<file path="config.mk">
export PLATFORM = sky130hd
export DESIGN_NAME = fcc_ctrl
export DESIGN_NICKNAME = d
export VERILOG_FILES = /design/src/hdl/fcc_pkg.sv /design/src/hdl/fcc_ctrl.sv
export SDC_FILE = /design/constraint.sdc
export NUM_CORES = 1
export LEC_CHECK = 0
export ABC_AREA = 0
export BUFFER_PORTS_ARGS = -buffer_cell sky130_fd_sc_hd__buf_4
export CAP_MARGIN = 20
export CORE_ASPECT_RATIO = 0.9
export CORE_UTILIZATION = 30
export CTS_BUF_LIST = sky130_fd_sc_hd__clkbuf_8
export DETAILED_ROUTE_END_ITERATION = 10
export MAX_ROUTING_LAYER = met4
export PLACE_DENSITY = 0.53
export SLEW_MARGIN = 20
export SYNTH_ARGS = -nofsm -noshare
export SYNTH_HDL_FRONTEND = slang
export SYNTH_SLANG_ARGS = --single-unit
</file>
<file path="constraint.sdc">
create_clock -name i_clock -period 2.75 [get_ports i_clock]
set_input_delay 0.825 -clock i_clock [delete_from_list [all_inputs] [get_ports i_clock]]
set_output_delay 0.825 -clock i_clock [all_outputs]
set_load 0.03 [all_outputs]
</file>
<file path="src/hdl/fcc_pkg.sv">
// package: offsets, field layouts and constants for the common control group
package fcc_pkg;
   // ************************************************************
   // register offsets on the parallel control port
   // ************************************************************
   localparam logic [7:0] FCC_OFS_A_LINE = 8'h0a; // line interface control
   localparam logic [7:0] FCC_OFS_A_RX = 8'h1e; // framer a receive control
   localparam logic [7:0] FCC_OFS_B_TX = 8'hb9; // framer b transmit control
   localparam logic [7:0] FCC_OFS_B_RX = 8'hbe; // framer b receive control

   // ************************************************************
   // field positions
   // ************************************************************
   localparam int FCC_BIT_JAPAN = 7; // crc6 algorithm select, tx and rx
   localparam int FCC_BIT_ACCUM = 6; // accumulation mode select
   localparam int FCC_BIT_MANUAL = 5; // manual counter update
   localparam int FCC_BIT_LINE_IFACE_RESET = 7; // line interface reset
   localparam int FCC_BIT_RLB = 6; // remote loopback
   localparam int FCC_BIT_AIS_HI = 5; // ais channels 13..24
   localparam int FCC_BIT_AIS_LO = 4; // ais channels 1..12
   localparam int FCC_BIT_CLDIS = 3; // carrier-loss pin disable
   localparam int FCC_BIT_LBO3 = 0; // build-out select bit 3
   localparam int FCC_CHAN_MSB = 4; // channel select msb
   localparam logic [7:0] FCC_TX_WMASK = 8'h9f; // writable transmit bits
   localparam logic [7:0] FCC_LINE_WMASK = 8'hf9; // writable line bits

   // ************************************************************
   // reset values and frame layout
   // ************************************************************
   localparam logic [7:0] FCC_RST_REG = 8'h00; // all control bits clear
   localparam logic [4:0] FCC_HALF_CHAN = 5'h0c; // last lower-half channel
   localparam logic [4:0] FCC_LAST_CHAN = 5'h18; // channel 24
   localparam logic [7:0] FCC_ALL_ONES = 8'hff; // ais slot content

   // ************************************************************
   // bus signals
   // ************************************************************
   typedef struct packed
   {
      logic wr; // one-cycle write strobe
      logic [7:0] addr; // register address
      logic [7:0] wdata; // write data
   } fcc_wr_t;

   typedef struct packed
   {
      logic slot_start; // first cycle of a channel slot
      logic [4:0] chan; // channel number 1..24
      logic [7:0] data; // slot data
   } fcc_slot_t;
endpackage : fcc_pkg

</file>
<file path="src/hdl/fcc_ctrl.sv">
// common control registers 5 to 7 of a dual framer with line interface
`timescale 1ns/1ps

// Contract
// - framer b tx bit7 picks japanese crc6; framer a tx select held low
// - rx bit7 picks japanese crc6 check
// - framer b tx bits4..0 choose monitored channel; framer a tx select held at 0
// - rx bits4..0 choose monitored channel
// - accumulation mode: auto interval or manual; framer b auto interval held low, so use_b never rises
// - manual rise loads counts next cycle
// - reset bit rise resets line interface
// - per-half ais enables replace data
// - disable forces carrier-loss pin low
// - remote loopback retransmits receive line
module fcc_ctrl
(
   // clock and reset
   input wire logic i_clock,
   input wire logic i_rst_n,
   // register write port
   input wire fcc_pkg::fcc_wr_t i_wr,
   // register read port
   input wire logic [7:0] i_rd_addr,
   output logic [7:0] o_rd_data,
   // framer a control register 3 auto interval bit
   input wire logic i_a_auto_interval,
   // transmit and receive slot streams, framer a
   input wire fcc_pkg::fcc_slot_t i_a_tx_slot,
   input wire fcc_pkg::fcc_slot_t i_a_rx_slot,
   // framer b transmit and receive slot streams
   input wire fcc_pkg::fcc_slot_t i_b_tx_slot,
   input wire fcc_pkg::fcc_slot_t i_b_rx_slot,
   // line interface signals
   input wire logic [1:0] i_line_rx, // received pos/neg
   input wire logic [1:0] i_fmt_tx, // formatter pos/neg
   input wire logic i_carrier_loss, // true carrier loss
   // line and transmit outputs
   output logic [1:0] o_line_tx,
   output logic o_carrier_loss_pin,
   output logic o_carrier_loss_status,
   output logic [7:0] o_a_tx_data, // formatter slot data after ais
   // monitor registers
   output logic [7:0] o_a_tx_channel_monitor_reg,
   output logic [7:0] o_a_rx_channel_monitor_reg,
   output logic [7:0] o_b_tx_channel_monitor_reg,
   output logic [7:0] o_b_rx_channel_monitor_reg,
   // control outputs
   output logic o_a_tx_japan_crc_sel,
   output logic o_a_rx_japan_crc_sel,
   output logic o_b_tx_japan_crc_sel,
   output logic o_b_rx_japan_crc_sel,
   output logic o_a_counter_load, // one-cycle load of error counts
   output logic o_b_counter_load,
   output logic o_a_use_auto_interval,
   output logic o_b_use_auto_interval,
   output logic o_line_iface_reset, // one-cycle internal reset
   output logic o_buildout_sel_bit3
);
   // ************************************************************
   // register storage
   // ************************************************************
   logic [7:0] line_ctrl; // line interface control
   logic [7:0] a_rx_ctrl; // framer a receive control
   logic [7:0] b_tx_ctrl; // framer b transmit control
   logic [7:0] b_rx_ctrl; // framer b receive control
   logic [7:0] a_tx_ctrl; // framer a transmit control, held cleared (no input)
   logic b_auto_interval; // framer b auto interval (held low, no input)

   // ************************************************************
   // decode
   // ************************************************************
   wire wr_line = i_wr.wr && (i_wr.addr == fcc_pkg::FCC_OFS_A_LINE);
   wire wr_a_rx = i_wr.wr && (i_wr.addr == fcc_pkg::FCC_OFS_A_RX);
   wire wr_b_tx = i_wr.wr && (i_wr.addr == fcc_pkg::FCC_OFS_B_TX);
   wire wr_b_rx = i_wr.wr && (i_wr.addr == fcc_pkg::FCC_OFS_B_RX);
   // unassigned bits are stored as zero whatever the host writes
   wire [7:0] line_wval = i_wr.wdata & fcc_pkg::FCC_LINE_WMASK;
   wire [7:0] b_tx_wval = i_wr.wdata & fcc_pkg::FCC_TX_WMASK;

   // edge detect on the strobe bits, compared against stored value
   wire a_manual_rise = wr_a_rx && i_wr.wdata[fcc_pkg::FCC_BIT_MANUAL]
      && !a_rx_ctrl[fcc_pkg::FCC_BIT_MANUAL]
      && a_rx_ctrl[fcc_pkg::FCC_BIT_ACCUM];
   wire b_manual_rise = wr_b_rx && i_wr.wdata[fcc_pkg::FCC_BIT_MANUAL]
      && !b_rx_ctrl[fcc_pkg::FCC_BIT_MANUAL]
      && b_rx_ctrl[fcc_pkg::FCC_BIT_ACCUM];
   // holding the bit high gives no further reset pulses
   wire line_iface_reset_rise = wr_line && i_wr.wdata[fcc_pkg::FCC_BIT_LINE_IFACE_RESET]
      && !line_ctrl[fcc_pkg::FCC_BIT_LINE_IFACE_RESET];

   // read mux; unmapped addresses read zero
   wire [7:0] next_rd_data =
      (i_rd_addr == fcc_pkg::FCC_OFS_A_LINE) ? line_ctrl :
      (i_rd_addr == fcc_pkg::FCC_OFS_A_RX) ? a_rx_ctrl :
      (i_rd_addr == fcc_pkg::FCC_OFS_B_TX) ? b_tx_ctrl :
      (i_rd_addr == fcc_pkg::FCC_OFS_B_RX) ? b_rx_ctrl : 8'h00;

   // ************************************************************
   // ais decision for the framer a transmit slot
   // ************************************************************
   wire a_in_lower = i_a_tx_slot.chan <= fcc_pkg::FCC_HALF_CHAN;
   wire a_ais = a_in_lower ? line_ctrl[fcc_pkg::FCC_BIT_AIS_LO]
      : line_ctrl[fcc_pkg::FCC_BIT_AIS_HI];
   wire [7:0] next_a_tx_data = a_ais ? fcc_pkg::FCC_ALL_ONES
      : i_a_tx_slot.data;

   // remote loopback picks received line data for transmit
   wire [1:0] next_line_tx = line_ctrl[fcc_pkg::FCC_BIT_RLB]
      ? i_line_rx : i_fmt_tx;

   // ************************************************************
   // monitor capture: slot match on the selected channel
   // ************************************************************
   function automatic logic chan_hit(input fcc_pkg::fcc_slot_t s,
      input logic [4:0] sel);
      chan_hit = s.slot_start && (s.chan == sel);
   endfunction : chan_hit

   wire a_tx_hit = chan_hit(i_a_tx_slot, a_tx_ctrl[4:0]);
   wire a_rx_hit = chan_hit(i_a_rx_slot, a_rx_ctrl[4:0]);
   wire b_tx_hit = chan_hit(i_b_tx_slot, b_tx_ctrl[4:0]);
   wire b_rx_hit = chan_hit(i_b_rx_slot, b_rx_ctrl[4:0]);

   // ************************************************************
   // register writes
   // ************************************************************
   always_ff @(posedge i_clock or negedge i_rst_n)
   begin
      if (!i_rst_n)
      begin
         line_ctrl <= fcc_pkg::FCC_RST_REG;
         a_rx_ctrl <= fcc_pkg::FCC_RST_REG;
         b_tx_ctrl <= fcc_pkg::FCC_RST_REG;
         b_rx_ctrl <= fcc_pkg::FCC_RST_REG;
         a_tx_ctrl <= fcc_pkg::FCC_RST_REG;
         b_auto_interval <= 1'b0;
      end
      else
      begin
         // single-port write, one register per cycle
         if (wr_line)
            line_ctrl <= line_wval;
         if (wr_a_rx)
            a_rx_ctrl <= i_wr.wdata;
         if (wr_b_tx)
            b_tx_ctrl <= b_tx_wval;
         if (wr_b_rx)
            b_rx_ctrl <= i_wr.wdata;
         // framer a transmit register lives elsewhere; stays cleared
         a_tx_ctrl <= fcc_pkg::FCC_RST_REG;
         b_auto_interval <= 1'b0;
      end
   end

   // ************************************************************
   // strobes and read data
   // ************************************************************
   always_ff @(posedge i_clock or negedge i_rst_n)
   begin
      if (!i_rst_n)
      begin
         o_a_counter_load <= 1'b0;
         o_b_counter_load <= 1'b0;
         o_line_iface_reset <= 1'b0;
         o_rd_data <= 8'h00;
      end
      else
      begin
         // load lands on the cycle after the write
         o_a_counter_load <= a_manual_rise;
         o_b_counter_load <= b_manual_rise;
         o_line_iface_reset <= line_iface_reset_rise;
         o_rd_data <= next_rd_data;
      end
   end

   // ************************************************************
   // monitor registers, refreshed once per frame
   // ************************************************************
   always_ff @(posedge i_clock or negedge i_rst_n)
   begin
      if (!i_rst_n)
      begin
         o_a_tx_channel_monitor_reg <= 8'h00;
         o_a_rx_channel_monitor_reg <= 8'h00;
         o_b_tx_channel_monitor_reg <= 8'h00;
         o_b_rx_channel_monitor_reg <= 8'h00;
      end
      else
      begin
         // each channel number occurs once per frame
         if (a_tx_hit)
            o_a_tx_channel_monitor_reg <= i_a_tx_slot.data;
         if (a_rx_hit)
            o_a_rx_channel_monitor_reg <= i_a_rx_slot.data;
         if (b_tx_hit)
            o_b_tx_channel_monitor_reg <= i_b_tx_slot.data;
         if (b_rx_hit)
            o_b_rx_channel_monitor_reg <= i_b_rx_slot.data;
      end
   end

   // ************************************************************
   // registered control and line outputs
   // ************************************************************
   always_ff @(posedge i_clock or negedge i_rst_n)
   begin
      if (!i_rst_n)
      begin
         o_a_tx_japan_crc_sel <= 1'b0;
         o_a_rx_japan_crc_sel <= 1'b0;
         o_b_tx_japan_crc_sel <= 1'b0;
         o_b_rx_japan_crc_sel <= 1'b0;
         o_a_use_auto_interval <= 1'b0;
         o_b_use_auto_interval <= 1'b0;
         o_line_tx <= 2'b00;
         o_carrier_loss_pin <= 1'b0;
         o_carrier_loss_status <= 1'b0;
         o_a_tx_data <= 8'h00;
         o_buildout_sel_bit3 <= 1'b0;
      end
      else
      begin
         o_a_tx_japan_crc_sel <= a_tx_ctrl[fcc_pkg::FCC_BIT_JAPAN];
         o_b_tx_japan_crc_sel <= b_tx_ctrl[fcc_pkg::FCC_BIT_JAPAN];
         o_a_rx_japan_crc_sel <= a_rx_ctrl[fcc_pkg::FCC_BIT_JAPAN];
         o_b_rx_japan_crc_sel <= b_rx_ctrl[fcc_pkg::FCC_BIT_JAPAN];
         // auto interval governs only while accumulation mode is 0
         o_a_use_auto_interval <= !a_rx_ctrl[fcc_pkg::FCC_BIT_ACCUM]
            && i_a_auto_interval;
         o_b_use_auto_interval <= !b_rx_ctrl[fcc_pkg::FCC_BIT_ACCUM]
            && b_auto_interval;
         o_line_tx <= next_line_tx;
         // pin forced low; status keeps the true condition
         o_carrier_loss_pin <= i_carrier_loss
            && !line_ctrl[fcc_pkg::FCC_BIT_CLDIS];
         o_carrier_loss_status <= i_carrier_loss;
         o_a_tx_data <= next_a_tx_data;
         o_buildout_sel_bit3 <= line_ctrl[fcc_pkg::FCC_BIT_LBO3];
      end
   end
endmodule : fcc_ctrl

</file>
# Word level (Yosys, flattened, before mapping)
# Index checks and enable logic that the tools add are counted.
# classes
n_reduce_logical,24
multipliers,0
muxes,7
n_addsub,0
n_eq_ne,11
div_mod_pow,0
n_shift,0
n_bitwise,0
n_lt_le_gt_ge,1
# ops
operator,n
$mux W8,5
$eq A8 B8 Y1 const B,4
$logic_and A1 B1 Y1,18
$eq A8 B4 Y1 const B,2
$eq A8 B5 Y1 const B,2
$eq A5 B5 Y1,3
$le A5 B4 Y1 const B,1
$logic_not A1 Y1,5
$logic_not A5 Y1,1
$mux W2,1
$mux W1,1
# totals
out_inout_bits,62
ramBits,0
inputBits,89
latch_bits,0
reg_bits,88
n_memories,0
romBits,0

# Depth between registers and ports, before layout
# Gate-level depths: netlist of run 1.
# depth
depth_word,5
ltp_mapped,5

# Least setup slack after synthesis of run 1
# OpenSTA, ideal clock, no wires.
# synth_path
path_kind,input -> register
from,input port i_a_tx_slot[9] (netlist bit)
to,register o_a_tx_channel_monitor_reg[0]
path_buffers,1
arrival_time_ns,1.963
slack_ns,0.662
stages,4
path_cell_list,or2_1 or4_4 buf_6 mux2_4
# synth_via
elab_chain_cells,2
# synth_lines
item,line_no,text
"start, declared",fcc_ctrl.sv:28,"input wire fcc_pkg::fcc_slot_t i_a_tx_slot,"
$logic_not A5 Y1,fcc_ctrl.sv:116,chan_hit = s.slot_start && (s.chan == sel);
$logic_and A1 B1 Y1,fcc_ctrl.sv:116,
"end signal, assigned",fcc_ctrl.sv:193,o_a_tx_channel_monitor_reg <= i_a_tx_slot.data;
"end, declared",fcc_ctrl.sv:43,"output logic [7:0] o_a_tx_channel_monitor_reg,"
# No other way between the ends.
# A chain may end at the register's enable or synchronous reset.

# Final worst setup path of run 1
# layout_path
from,input port i_a_rx_slot[9] (netlist bit)
to,register o_a_rx_channel_monitor_reg[4]
# layout_via
elab_chain_cells,2
# layout_lines
item,line_no,text
"start, declared",fcc_ctrl.sv:29,"input wire fcc_pkg::fcc_slot_t i_a_rx_slot,"
$eq A5 B5 Y1,fcc_ctrl.sv:116,
$logic_and A1 B1 Y1,fcc_ctrl.sv:116,
"end signal, assigned",fcc_ctrl.sv:195,o_a_rx_channel_monitor_reg <= i_a_rx_slot.data;
"end, declared",fcc_ctrl.sv:44,"output logic [7:0] o_a_rx_channel_monitor_reg,"
# No other way between the ends.

==> results.md, run 1 <==
* Post-layout nets at 503
* Clk_lat worst skew at 0.36 ns
* Seq cells post-synth at 88
* CP startpoint kind: input pin
* Synth Flop Type: dfrtp_1
* Layout cell share with drive strength beyond 1 at 57.18%
* Fin crit period at 2.089 ns
* Setup bufs post-CTS at 0
* Xor/xnor share of the synthesized area at 3.603%
* Core area at 0.01162 sq mm
* Count of final hold-check violations at 0
* Worst EP arrival at 2.33 ns
* Post-Synth Adder-Cell Area at 0%
* Iter 0 DRT Violations at 73
* CTS tree: yes
* GRT Total Usage at 15.48%
* Final Max Slew Viols at 0
* Total power at 3323 uW
* DRT antenna net count at 0
* Slew HR at 52.89%
* Crit-path max FO at 8
* Max Fclk at 478.7 MHz
* Synth area leaders: dfrtp_1 (60%), mux2_2 (17%), mux2_4 (3.3%)
* EDFF count, synth at 0
* RSZ-0062 raised after global routing: false
* Yosys top cell area share at 60.40%
* Post-Syn Area at 0.003646 sq mm
* CTS Hold Bufs at 0
* Peak VDD IR at 0.2593 mV
* Worst slew pin tran at 0.7003 ns
* Final setup violation count at 0
* Period Utilization, post-route at 75.97%
* Syn Inst Count at 254
* Proportion of synthesized chip area in sequential cells at 60.40%
* Hold WS at 0.4048 ns
* DR vias at 2655
* Starting Density at 31.38%
* Setup crit start: i_a_rx_slot[9]
* # H-tree levels at 3
* Routed wire per std cell at 15.91 microns
* MaxCap Viol Count at 0
* Synth Area in Simple Gates at 9.334%
* Cell taking the most area after synthesis: dfrtp_1
* Post-DP HPWL at 7.044 mm
* WL final at 9.135 mm
* Clock buffer depth at 2
* Commonest cells in the netlist: dfrtp_1 (88), mux2_2 (54), xor2_1 (12), nand2_1 (9), nand2b_1 (9)
* P per Cell Area at 640.4 mW/mm^2
* Endpoint class of the critical path: flop
* Synth Area per Inst at 14.35 sq um
* Vias in the first global route at 2752
* Die W at 118.2 microns
* DR pass1 iterations at 4
* Placer Congestion at 0.7551
* Area of the multi-input gates at 0.001394 sq mm
* Asr flop ratio synth at 100.0%
* Io pins at 151
* Final Instance Area at 0.005189 sq mm
* Fillers at 1084
* Synthesis Warnings at 0
* Clk pin slew, worst setup/hold paths at 0.08 ns
* Initial antenna violation count at 0
* Placed inst area at 0.004970 sq mm
* Largest net degree at the start of global routing at 39
* PostCTS Resize Cnt at 0
* WS Path Type: in2reg
* Clock sinks at 88
* DRC violations left at 0
* Root buf cell: clkbuf_8
* Die ar. at 0.01260 sq mm
* Pleak at 0.002651 uW
* Unique masters post-synth at 39
* Mux cell area share after synthesis at 20.25%
* Die Ht at 106.6 microns
* N_diodes at 0
* Most frequent cell after synthesis: dfrtp_1
* Vias per Instance at 4.625
* Compound-Gate Fraction of Synth Area at 4.839%
* First-pass GRT wire length at 14.31 mm
* R2R Path Start: a_rx_ctrl[1]$_DFFE_PN0P_
* Worst clock skew at 0.01082 ns
* Overflow after GRT at 0
* Area grow syn2layout at 42.31%
* Sum Neg Setup Slack at 0 ns
* Num rows at 37
* Combinational family with the most area after synthesis: multiplexers
* Num CTS Buffers at 9
* Outcome: complete, no violations
* IO buf count at 148
* Worst min-delay path class: reg2reg
* Min-Delay Startpoint: a_rx_ctrl[7]$_DFFE_PN0P_
* Register area at 0.002202 sq mm
* CP required at 2.99 ns
-- cell families (layout without fill, tap and decap cells) --
group | count (synthesis) | in the layout
xor+xnor | 15 | 15
simple gates | 53 | 53
flops | 88 | 88
buf+inv | 9 | 172
other cells | 1 | 2
compound gates | 25 | 25
mux | 63 | 63
-- path summary, 6_finish.rpt --
| path | to | slack [ns] | cells past startpoint |
|---|---|---|---|
| worst max-delay path | o_a_rx_channel_monitor_reg[4]$_DFFE_PN0P_ | 0.66 | 5 |
| worst min-delay path | o_a_rx_japan_crc_sel$_DFF_PN0_ | 0.40 | 0 |
| worst max register to register | o_a_rx_channel_monitor_reg[4]$_DFFE_PN0P_ | 0.79 | 4 |
| worst min register to register | o_a_rx_japan_crc_sel$_DFF_PN0_ | 0.40 | 0 |
| max in group asynchronous | b_rx_ctrl[5]$_DFFE_PN0P_ | 1.67 | 2 |
| min in group asynchronous | o_a_rx_japan_crc_sel$_DFF_PN0_ | 0.44 | 1 |
-- power breakdown --
part | total [uW] | internal (uW) | switching, uW
Combinational | 820 | 383 | 437
Clock | 980 | 531 | 449
Sequential | 1520 | 1440 | 83.1
Total | 3320 | 2350 | 969
-- layer usage --
metal / up-vias / share of wire, % / wire (microns) / global-route usage (%)
met5: - / 0 / 0 / -
met4: 0 / 1.8 / 162 / 6.044
met3: 11 / 5.8 / 532 / 4.415
met2: 89 / 47 / 4329 / 23.03
met1: 1306 / 45 / 4111 / 19.96
li1: 1249 / - / - / -
-- cells in the final DEF (no fill, tap or decap), types with 2 or more instances in the layout --
cell,Yosys,final
mux2_2,54,54
a221oi_1,6,6
nand4bb_1,2,2
a32oi_1,2,2
o21ai_0,2,2
clkbuf_8,0,10
o22ai_1,4,4
xnor2_1,3,3
nand2_1,9,9
nor2_1,3,3
conb_1,1,2
nor4_1,5,5
nand2b_1,9,9
a21oi_1,6,6
a2bb2oi_1,4,4
and4_1,2,2
nand3_1,2,2
nor2b_1,4,4
bufinv_16,0,2
buf_4,2,157
and3_1,3,3
dfrtp_1,88,88
nor3_1,4,4
mux2_4,8,8
xor2_1,12,12
-- layout make-up --
cell class	instances	area share, %
clock inverter	5	1.567
multi-input combinational	158	26.86
tap	156	3.762
clock buffer	10	2.653
timing repair buffer	157	22.72
sequential	88	42.44
-- per-stage QoR --
step	util, %	worst slack, ns	cells
2_1_floorplan	-	0.6623	255
3_3_place_gp	42.77	0.3743	559
3_5_place_dp	42.77	0.2904	559
4_1_cts	44.65	0.6811	574
5_1_grt	44.65	0.6483	574
6_report	44.65	0.6608	574
-- critical path, cell delays in order --
cell and delay [ns]:
buf_4 0.11, xor2_1 0.14, nor4_1 0.43, and3_1 0.44
mux2_2 0.38
No activity file was read; power rests on OpenSTA's default activity.
==> run 2, diff against run 1 <==
--- a/config.mk
+++ b/config.mk
@@ -5,7 +5,7 @@
 export SDC_FILE = /design/constraint.sdc
 export NUM_CORES = 1
 export LEC_CHECK = 0
-export ABC_AREA = 0
+export ABC_AREA = 1
 export BUFFER_PORTS_ARGS = -buffer_cell sky130_fd_sc_hd__buf_4
 export CAP_MARGIN = 20
 export CORE_ASPECT_RATIO = 0.9
@@ -13,7 +13,7 @@
 export CTS_BUF_LIST = sky130_fd_sc_hd__clkbuf_8
 export DETAILED_ROUTE_END_ITERATION = 10
 export MAX_ROUTING_LAYER = met4
-export PLACE_DENSITY = 0.53
+export PLACE_DENSITY = 0.52
 export SLEW_MARGIN = 20
 export SYNTH_ARGS = -nofsm -noshare
 export SYNTH_HDL_FRONTEND = slang
==> constraint.sdc (replaced) <==
create_clock -name i_clock -period 2 [get_ports i_clock]
set_input_delay 0.6 -clock i_clock [delete_from_list [all_inputs] [get_ports i_clock]]
set_output_delay 0.6 -clock i_clock [all_outputs]
set_load 0.03 [all_outputs]
==> run 2 against run 1 <==
  * Global-route usage increased by 0.86 points
  * Critical path depth fell by 4
  * Combinational power grew 23%
  * Flip-flop and latch count did not move
  * Final cell count increased by 36%
  * Synthesized cell count grew 77%
  * Sequential power rose by 35%
  * Utilization is 1.4 points lower
  * Area after synthesis is 9.2% higher
  * Non-clock buffer count increased by 2
  * Clock-buffer cell count up 2
  * Largest power group unchanged
==> results.md, run 2 <==
* First-pass GRT wire length at 16.86 mm
* Root buf cell: clkbuf_8
* Seq cells post-synth at 88
* Most frequent cell after synthesis: nand2_1
* Initial antenna violation count at 0
* Total power at 4341 uW
* WL final at 10.48 mm
* Endpoint class of the critical path: output pin
* Setup crit start: o_rd_data[3]$_DFF_PN0_
* IO buf count at 148
* Final Max Slew Viols at 0
* Worst slew pin tran at 0.5315 ns
* DR vias at 3444
* RSZ-0062 raised after global routing: false
* Slew HR at 64.44%
* Num rows at 39
* Post-DP HPWL at 7.950 mm
* Core area at 0.01283 sq mm
* Vias per Instance at 4.421
* Count of final hold-check violations at 0
* Reg2reg setup slack at 0.68 ns
* GRT Total Usage at 16.34%
* Max Fclk at 653.9 MHz
* CP required at 1.40 ns
* P per Cell Area at 782.1 mW/mm^2
* Pleak at 0.002962 uW
* DR pass1 iterations at 4
* CTS Hold Bufs at 0
* Yosys top cell area share at 55.33%
* Fillers at 1285
* CTS tree: yes
* Asr flop ratio synth at 100.0%
* Largest net degree at the start of global routing at 35
* CP startpoint kind: flop
* R2R Path Start: b_rx_ctrl[3]$_DFFE_PN0P_
* Worst EP arrival at 0.93 ns
* Worst min-delay path class: in2async
* Die Ht at 111.3 microns
* Final setup violation count at 0
* Overflow after GRT at 0
* Worst clock skew at 0.008632 ns
* Proportion of synthesized chip area in sequential cells at 55.33%
* Die ar. at 0.01373 sq mm
* Num CTS Buffers at 9
* PostCTS Resize Cnt at 0
* Unique masters post-synth at 26
* Layout cell share with drive strength beyond 1 at 35.45%
* N_diodes at 0
* Clk pin slew, worst setup/hold paths at 0.08 ns
* Die W at 123.4 microns
* Crit path buffers/inverters at 1
* # H-tree levels at 3
* Io pins at 151
* Post-layout nets at 700
* Post-Syn Area at 0.003980 sq mm
* EDFF count, synth at 0
* Vias in the first global route at 3406
* Worst-case reg-to-reg path depth at 6
* Area grow syn2layout at 39.45%
* Capturing point of the worst reg2reg path: o_b_rx_channel_monitor_reg[1]$_DFFE_PN0P_
* Sum Neg Setup Slack at 0 ns
* Clock sinks at 88
* Synth Area per Inst at 8.864 sq um
* Commonest non-fill, non-tap cell in the layout: buf_4
* Peak VDD IR at 0.3265 mV
* Final core utilization at 43.25%
* Hold WS at 0.1703 ns
* CP delay by family, top: flip-flops
* Iter 0 DRT Violations at 201
* DRC violations left at 0
* Fin crit period at 1.529 ns
* Starting Density at 31.01%
* Clock buffer depth at 2
* Synthesis Warnings at 0
* Outcome: complete, no violations
* Syn Inst Count at 449
* Critical path's largest stage delay at 0.41 ns
* Slowest stage cell, crit path: dfrtp_1
* Highest-count cells in the layout ignoring fill and taps: buf_4 (157), nand2_1 (142), dfrtp_1 (88)
* Synth Flop Type: dfrtp_1
* WS Path Type: reg2out
* DRT antenna net count at 0
* Critical Path, Cell by Cell: buf_4
* MaxCap Viol Count at 0
* Crit-path max FO at 1
* Critical Path Stages at 1
* Routed wire per std cell at 13.45 microns
* Placer Congestion at 0.7402
* CP endpoint: o_rd_data[3]
* Clk_lat worst skew at 0.35 ns
* Synth area leaders: dfrtp_1 (55%), nand2_1 (13%), inv_1 (5.0%)
* Cell taking the most area after synthesis: dfrtp_1
* Period Utilization, post-route at 76.46%
* Setup bufs post-CTS at 0
* Commonest cells in the netlist: nand2_1 (142), dfrtp_1 (88), inv_1 (53), nand3_1 (39), nand4_1 (29)
run 2: worst min-delay path by stage:
stage	cells after the start	start	end
global placement	0	line_ctrl[0]$_DFFE_PN0P_	o_buildout_sel_bit3$_DFF_PN0_
finish	1	i_rst_n	o_rd_data[7]$_DFF_PN0_
CTS	1	i_rst_n	o_rd_data[7]$_DFF_PN0_
detailed placement	0	line_ctrl[0]$_DFFE_PN0P_	o_buildout_sel_bit3$_DFF_PN0_
floorplan	0	i_rst_n	a_rx_ctrl[0]$_DFFE_PN0P_
global route	1	i_rst_n	o_rd_data[7]$_DFF_PN0_
run 2: layout make-up:
class / count / area, sq um / share of cell area, %
clock buffers: 12 / 165.2 / 2.976
repair buffers: 159 / 1219 / 21.96
flip-flops and latches: 88 / 2202 / 39.68
inverters: 55 / 206.4 / 3.720
well taps: 164 / 205.2 / 3.697
clock inverters: 3 / 41.29 / 0.7439
multi-input cells: 298 / 1511 / 27.23
run 2: metal layers:
| layer | GRT usage [%] | vias to the layer above | part of all wire [%] |
|---|---|---|---|
| met5 | - | - | 0 |
| met4 | 6.185 | 0 | 1.6 |
| met3 | 2.572 | 12 | 5.4 |
| met2 | 25.36 | 94 | 48 |
| met1 | 21.32 | 1571 | 45 |
| li1 | - | 1767 | - |
run 2: cell families after synthesis:
logic type,count (synthesis),share of synthesized area [%]
buf+inv,64,6.790
simple gates,258,30.62
mux,2,0.5658
flops,88,55.33
compound gates,36,6.602
other cells,1,0.09422
run 2: worst reg2reg max path: stages (launching register included):
cell and delay [ns]:
dfrtp_1 0.43, nand2_1 0.09, nand2_1 0.08, nor2_4 0.23
nand3_2 0.21, nand2_1 0.10, nand2_1 0.06
run 2: where the power goes:
group          internal, uW  switching (uW)  total [uW]
clock network           670             607        1280
logic                   413             600        1010
registers              1950             105        2050
total                  3030            1310        4340
run 2: through the flow:
stage,cell area (sq um),cells,setup slack (ns)
after floorplan,3984,450,0.5358
after global placement,5344,764,0.3448
after detailed placement,5344,764,0.3235
after CTS,5550,779,0.4523
after global routing,5550,779,0.4305
final,5550,779,0.4707
==> run 3, diff against run 2 <==
--- a/config.mk
+++ b/config.mk
@@ -13,7 +13,7 @@
 export CTS_BUF_LIST = sky130_fd_sc_hd__clkbuf_8
 export DETAILED_ROUTE_END_ITERATION = 10
 export MAX_ROUTING_LAYER = met4
-export PLACE_DENSITY = 0.52
+export PLACE_DENSITY = 0.54
 export SLEW_MARGIN = 20
 export SYNTH_ARGS = -nofsm -noshare
 export SYNTH_HDL_FRONTEND = slang
==> constraint.sdc (replaced) <==
create_clock -name i_clock -period 1.3 [get_ports i_clock]
set_input_delay 0.39 -clock i_clock [delete_from_list [all_inputs] [get_ports i_clock]]
set_output_delay 0.39 -clock i_clock [all_outputs]
set_load 0.03 [all_outputs]
==> run 3 against run 2 <==
  * The run now ends with setup timing left
  * Wire length up 3.3%
  * Clock power up 55%
  * Global-route usage up 0.77 points
  * Clock-buffer cell count unchanged
  * Worst setup slack worse by 0.49 ns
  * Critical endpoint is now o_a_rx_channel_monitor_reg[4]
  * Largest power group unchanged
  * Highest routed layer unchanged
==> results.md, run 3 (same netlist as run 2, synthesis figures left out) <==
* Outcome: finished with violations
* Violated checks: setup timing
* Slowest stage cell, crit path: dfrtp_1
* WS Path Type: reg2out
* Placed inst area at 0.005512 sq mm
* Clock buffer depth at 2
* Root buf cell: clkbuf_8
* Die Ht at 111.3 microns
* WL final at 10.82 mm
* Post-Place Cells at 778
* Crit-path max FO at 2
* Commonest non-fill, non-tap cell in the layout: nand2_1
* DRC violations left at 0
* Pleak at 0.003204 uW
* Iter 0 DRT Violations at 129
* CTS tree: yes
* Highest-count cells in the layout ignoring fill and taps: nand2_1 (142), buf_4 (123), dfrtp_1 (86)
* Fin cells at 811
* Worst min-delay path class: in2reg
* Die ar. at 0.01373 sq mm
* Critical path's largest stage delay at 0.41 ns
* MaxCap Viol Count at 0
* Worst clock skew at 0.01069 ns
* Clk_lat worst skew at 0.38 ns
* Grt peak-use layer: met2
* N_diodes at 0
* Layout cell share with drive strength beyond 1 at 38.79%
* Max Fclk at 757.5 MHz
* Area grow syn2layout at 53.41%
* Endpoint class of the critical path: output pin
* Die W at 123.4 microns
* Vias in the first global route at 3524
* Core area at 0.01283 sq mm
* Final setup violation count at 21
* Final Instance Area at 0.006106 sq mm
* IO buf count at 148
* # H-tree levels at 3
* Starting Density at 31.01%
* Hold WS at 0.1397 ns
* Setup WS pre-CTS at -0.07595 ns
* CP startpoint kind: flop
* P per Cell Area at 1160 mW/mm^2
* GRT Total Usage at 17.11%
* DR vias at 3652
* Met2 Use GR at 25.88%
* Worst EP arrival at 0.93 ns
* Critical Path, Cell by Cell: buf_6
* First-pass GRT wire length at 17.31 mm
* Largest net degree at the start of global routing at 29
* Placer Congestion at 0.7871
* Post-DP HPWL at 8.204 mm
* Met3 usage at 4.115%
* Count of final hold-check violations at 0
* Fin crit period at 1.320 ns
* Setup WS post-layout at -0.02020 ns
* RSZ-0062 raised after global routing: true
* Clock sinks at 88
* Period Utilization, post-route at 101.6%
* Post-layout nets at 732
* Num CTS Buffers at 9
* Crit path buffers/inverters at 1
* Overflow after GRT at 0
* Routing usage on met1 at 22.05%
* Final Max Slew Viols at 0
* CP required at 0.91 ns
* Peak VDD IR at 0.5739 mV
* Io pins at 151
* DR pass1 iterations at 4
* DRT antenna net count at 0
* CP delay by family, top: flip-flops
* Routed wire per std cell at 13.34 microns
* Initial antenna violation count at 0
* Vias per Instance at 4.503
* Clk pin slew, worst setup/hold paths at 0.08 ns
* Num rows at 39
-- run 3: per-layer routing --
layer  share of wire [%]  routed length, microns  up-vias
met2                  47                    5044      111
met4                 1.6                     178        0
met1                  46                    5026     1695
li1                    -                       -     1833
met3                 5.2                     566       13
met5                   0                       0        -
-- run 3: path summary, 6_finish.rpt --
kind	start	to	slack [ns]	depth (start not counted)
max	o_a_rx_channel_monitor_reg[4]$_DFFE_PN0P_	o_a_rx_channel_monitor_reg[4]	-0.02	1
min	i_carrier_loss	o_carrier_loss_status$_DFF_PN0_	0.14	1
max reg2reg	b_rx_ctrl[3]$_DFFE_PN0P_	o_b_rx_channel_monitor_reg[0]$_DFFE_PN0P_	0.14	6
min reg2reg	a_rx_ctrl[7]$_DFFE_PN0P_	o_a_rx_japan_crc_sel$_DFF_PN0_	0.42	0
max in group asynchronous	i_rst_n	b_rx_ctrl[3]$_DFFE_PN0P_	0.41	3
min in group asynchronous	i_rst_n	b_rx_ctrl[6]$_DFFE_PN0P_	0.42	2
-- run 3: what timing repair did --
| item | in CTS | in global routing |
|---|---|---|
| hold buffers | 1 | 0 |
| buffers inserted | 5 | 12 |
| resized for setup | 60 | 5 |
| endpoints found under the hold margin | 10 | 0 |
| pin swaps | 0 | 0 |
| setup endpoints to repair | 60 | 81 |
-- run 3: report_power, final --
group | total [uW] | switching [uW] | internal, uW
Sequential | 3210 | 208 | 3000
Combinational | 1890 | 973 | 921
Clock | 1980 | 955 | 1030
-- run 3: area by class of cell --
class | count | area (sq um)
multi-input cells | 298 | 1534
clock inverters | 3 | 41.29
clock buffers | 12 | 165.2
flip-flops and latches | 88 | 2205
fillers | 1223 | 6728
inverters | 55 | 206.4
repair buffers | 191 | 1749
well taps | 164 | 205.2
-- run 3: per-stage QoR --
step           TNS [ns]  util [%]  total power, uW
5_1_grt          -2.287     47.58             7469
3_5_place_dp     -1.192     42.95             4837
2_1_floorplan         0         -             4030
4_1_cts          -1.302     46.68             7075
3_3_place_gp    -0.5944     42.95             4805
6_report        -0.1668     47.58             7083
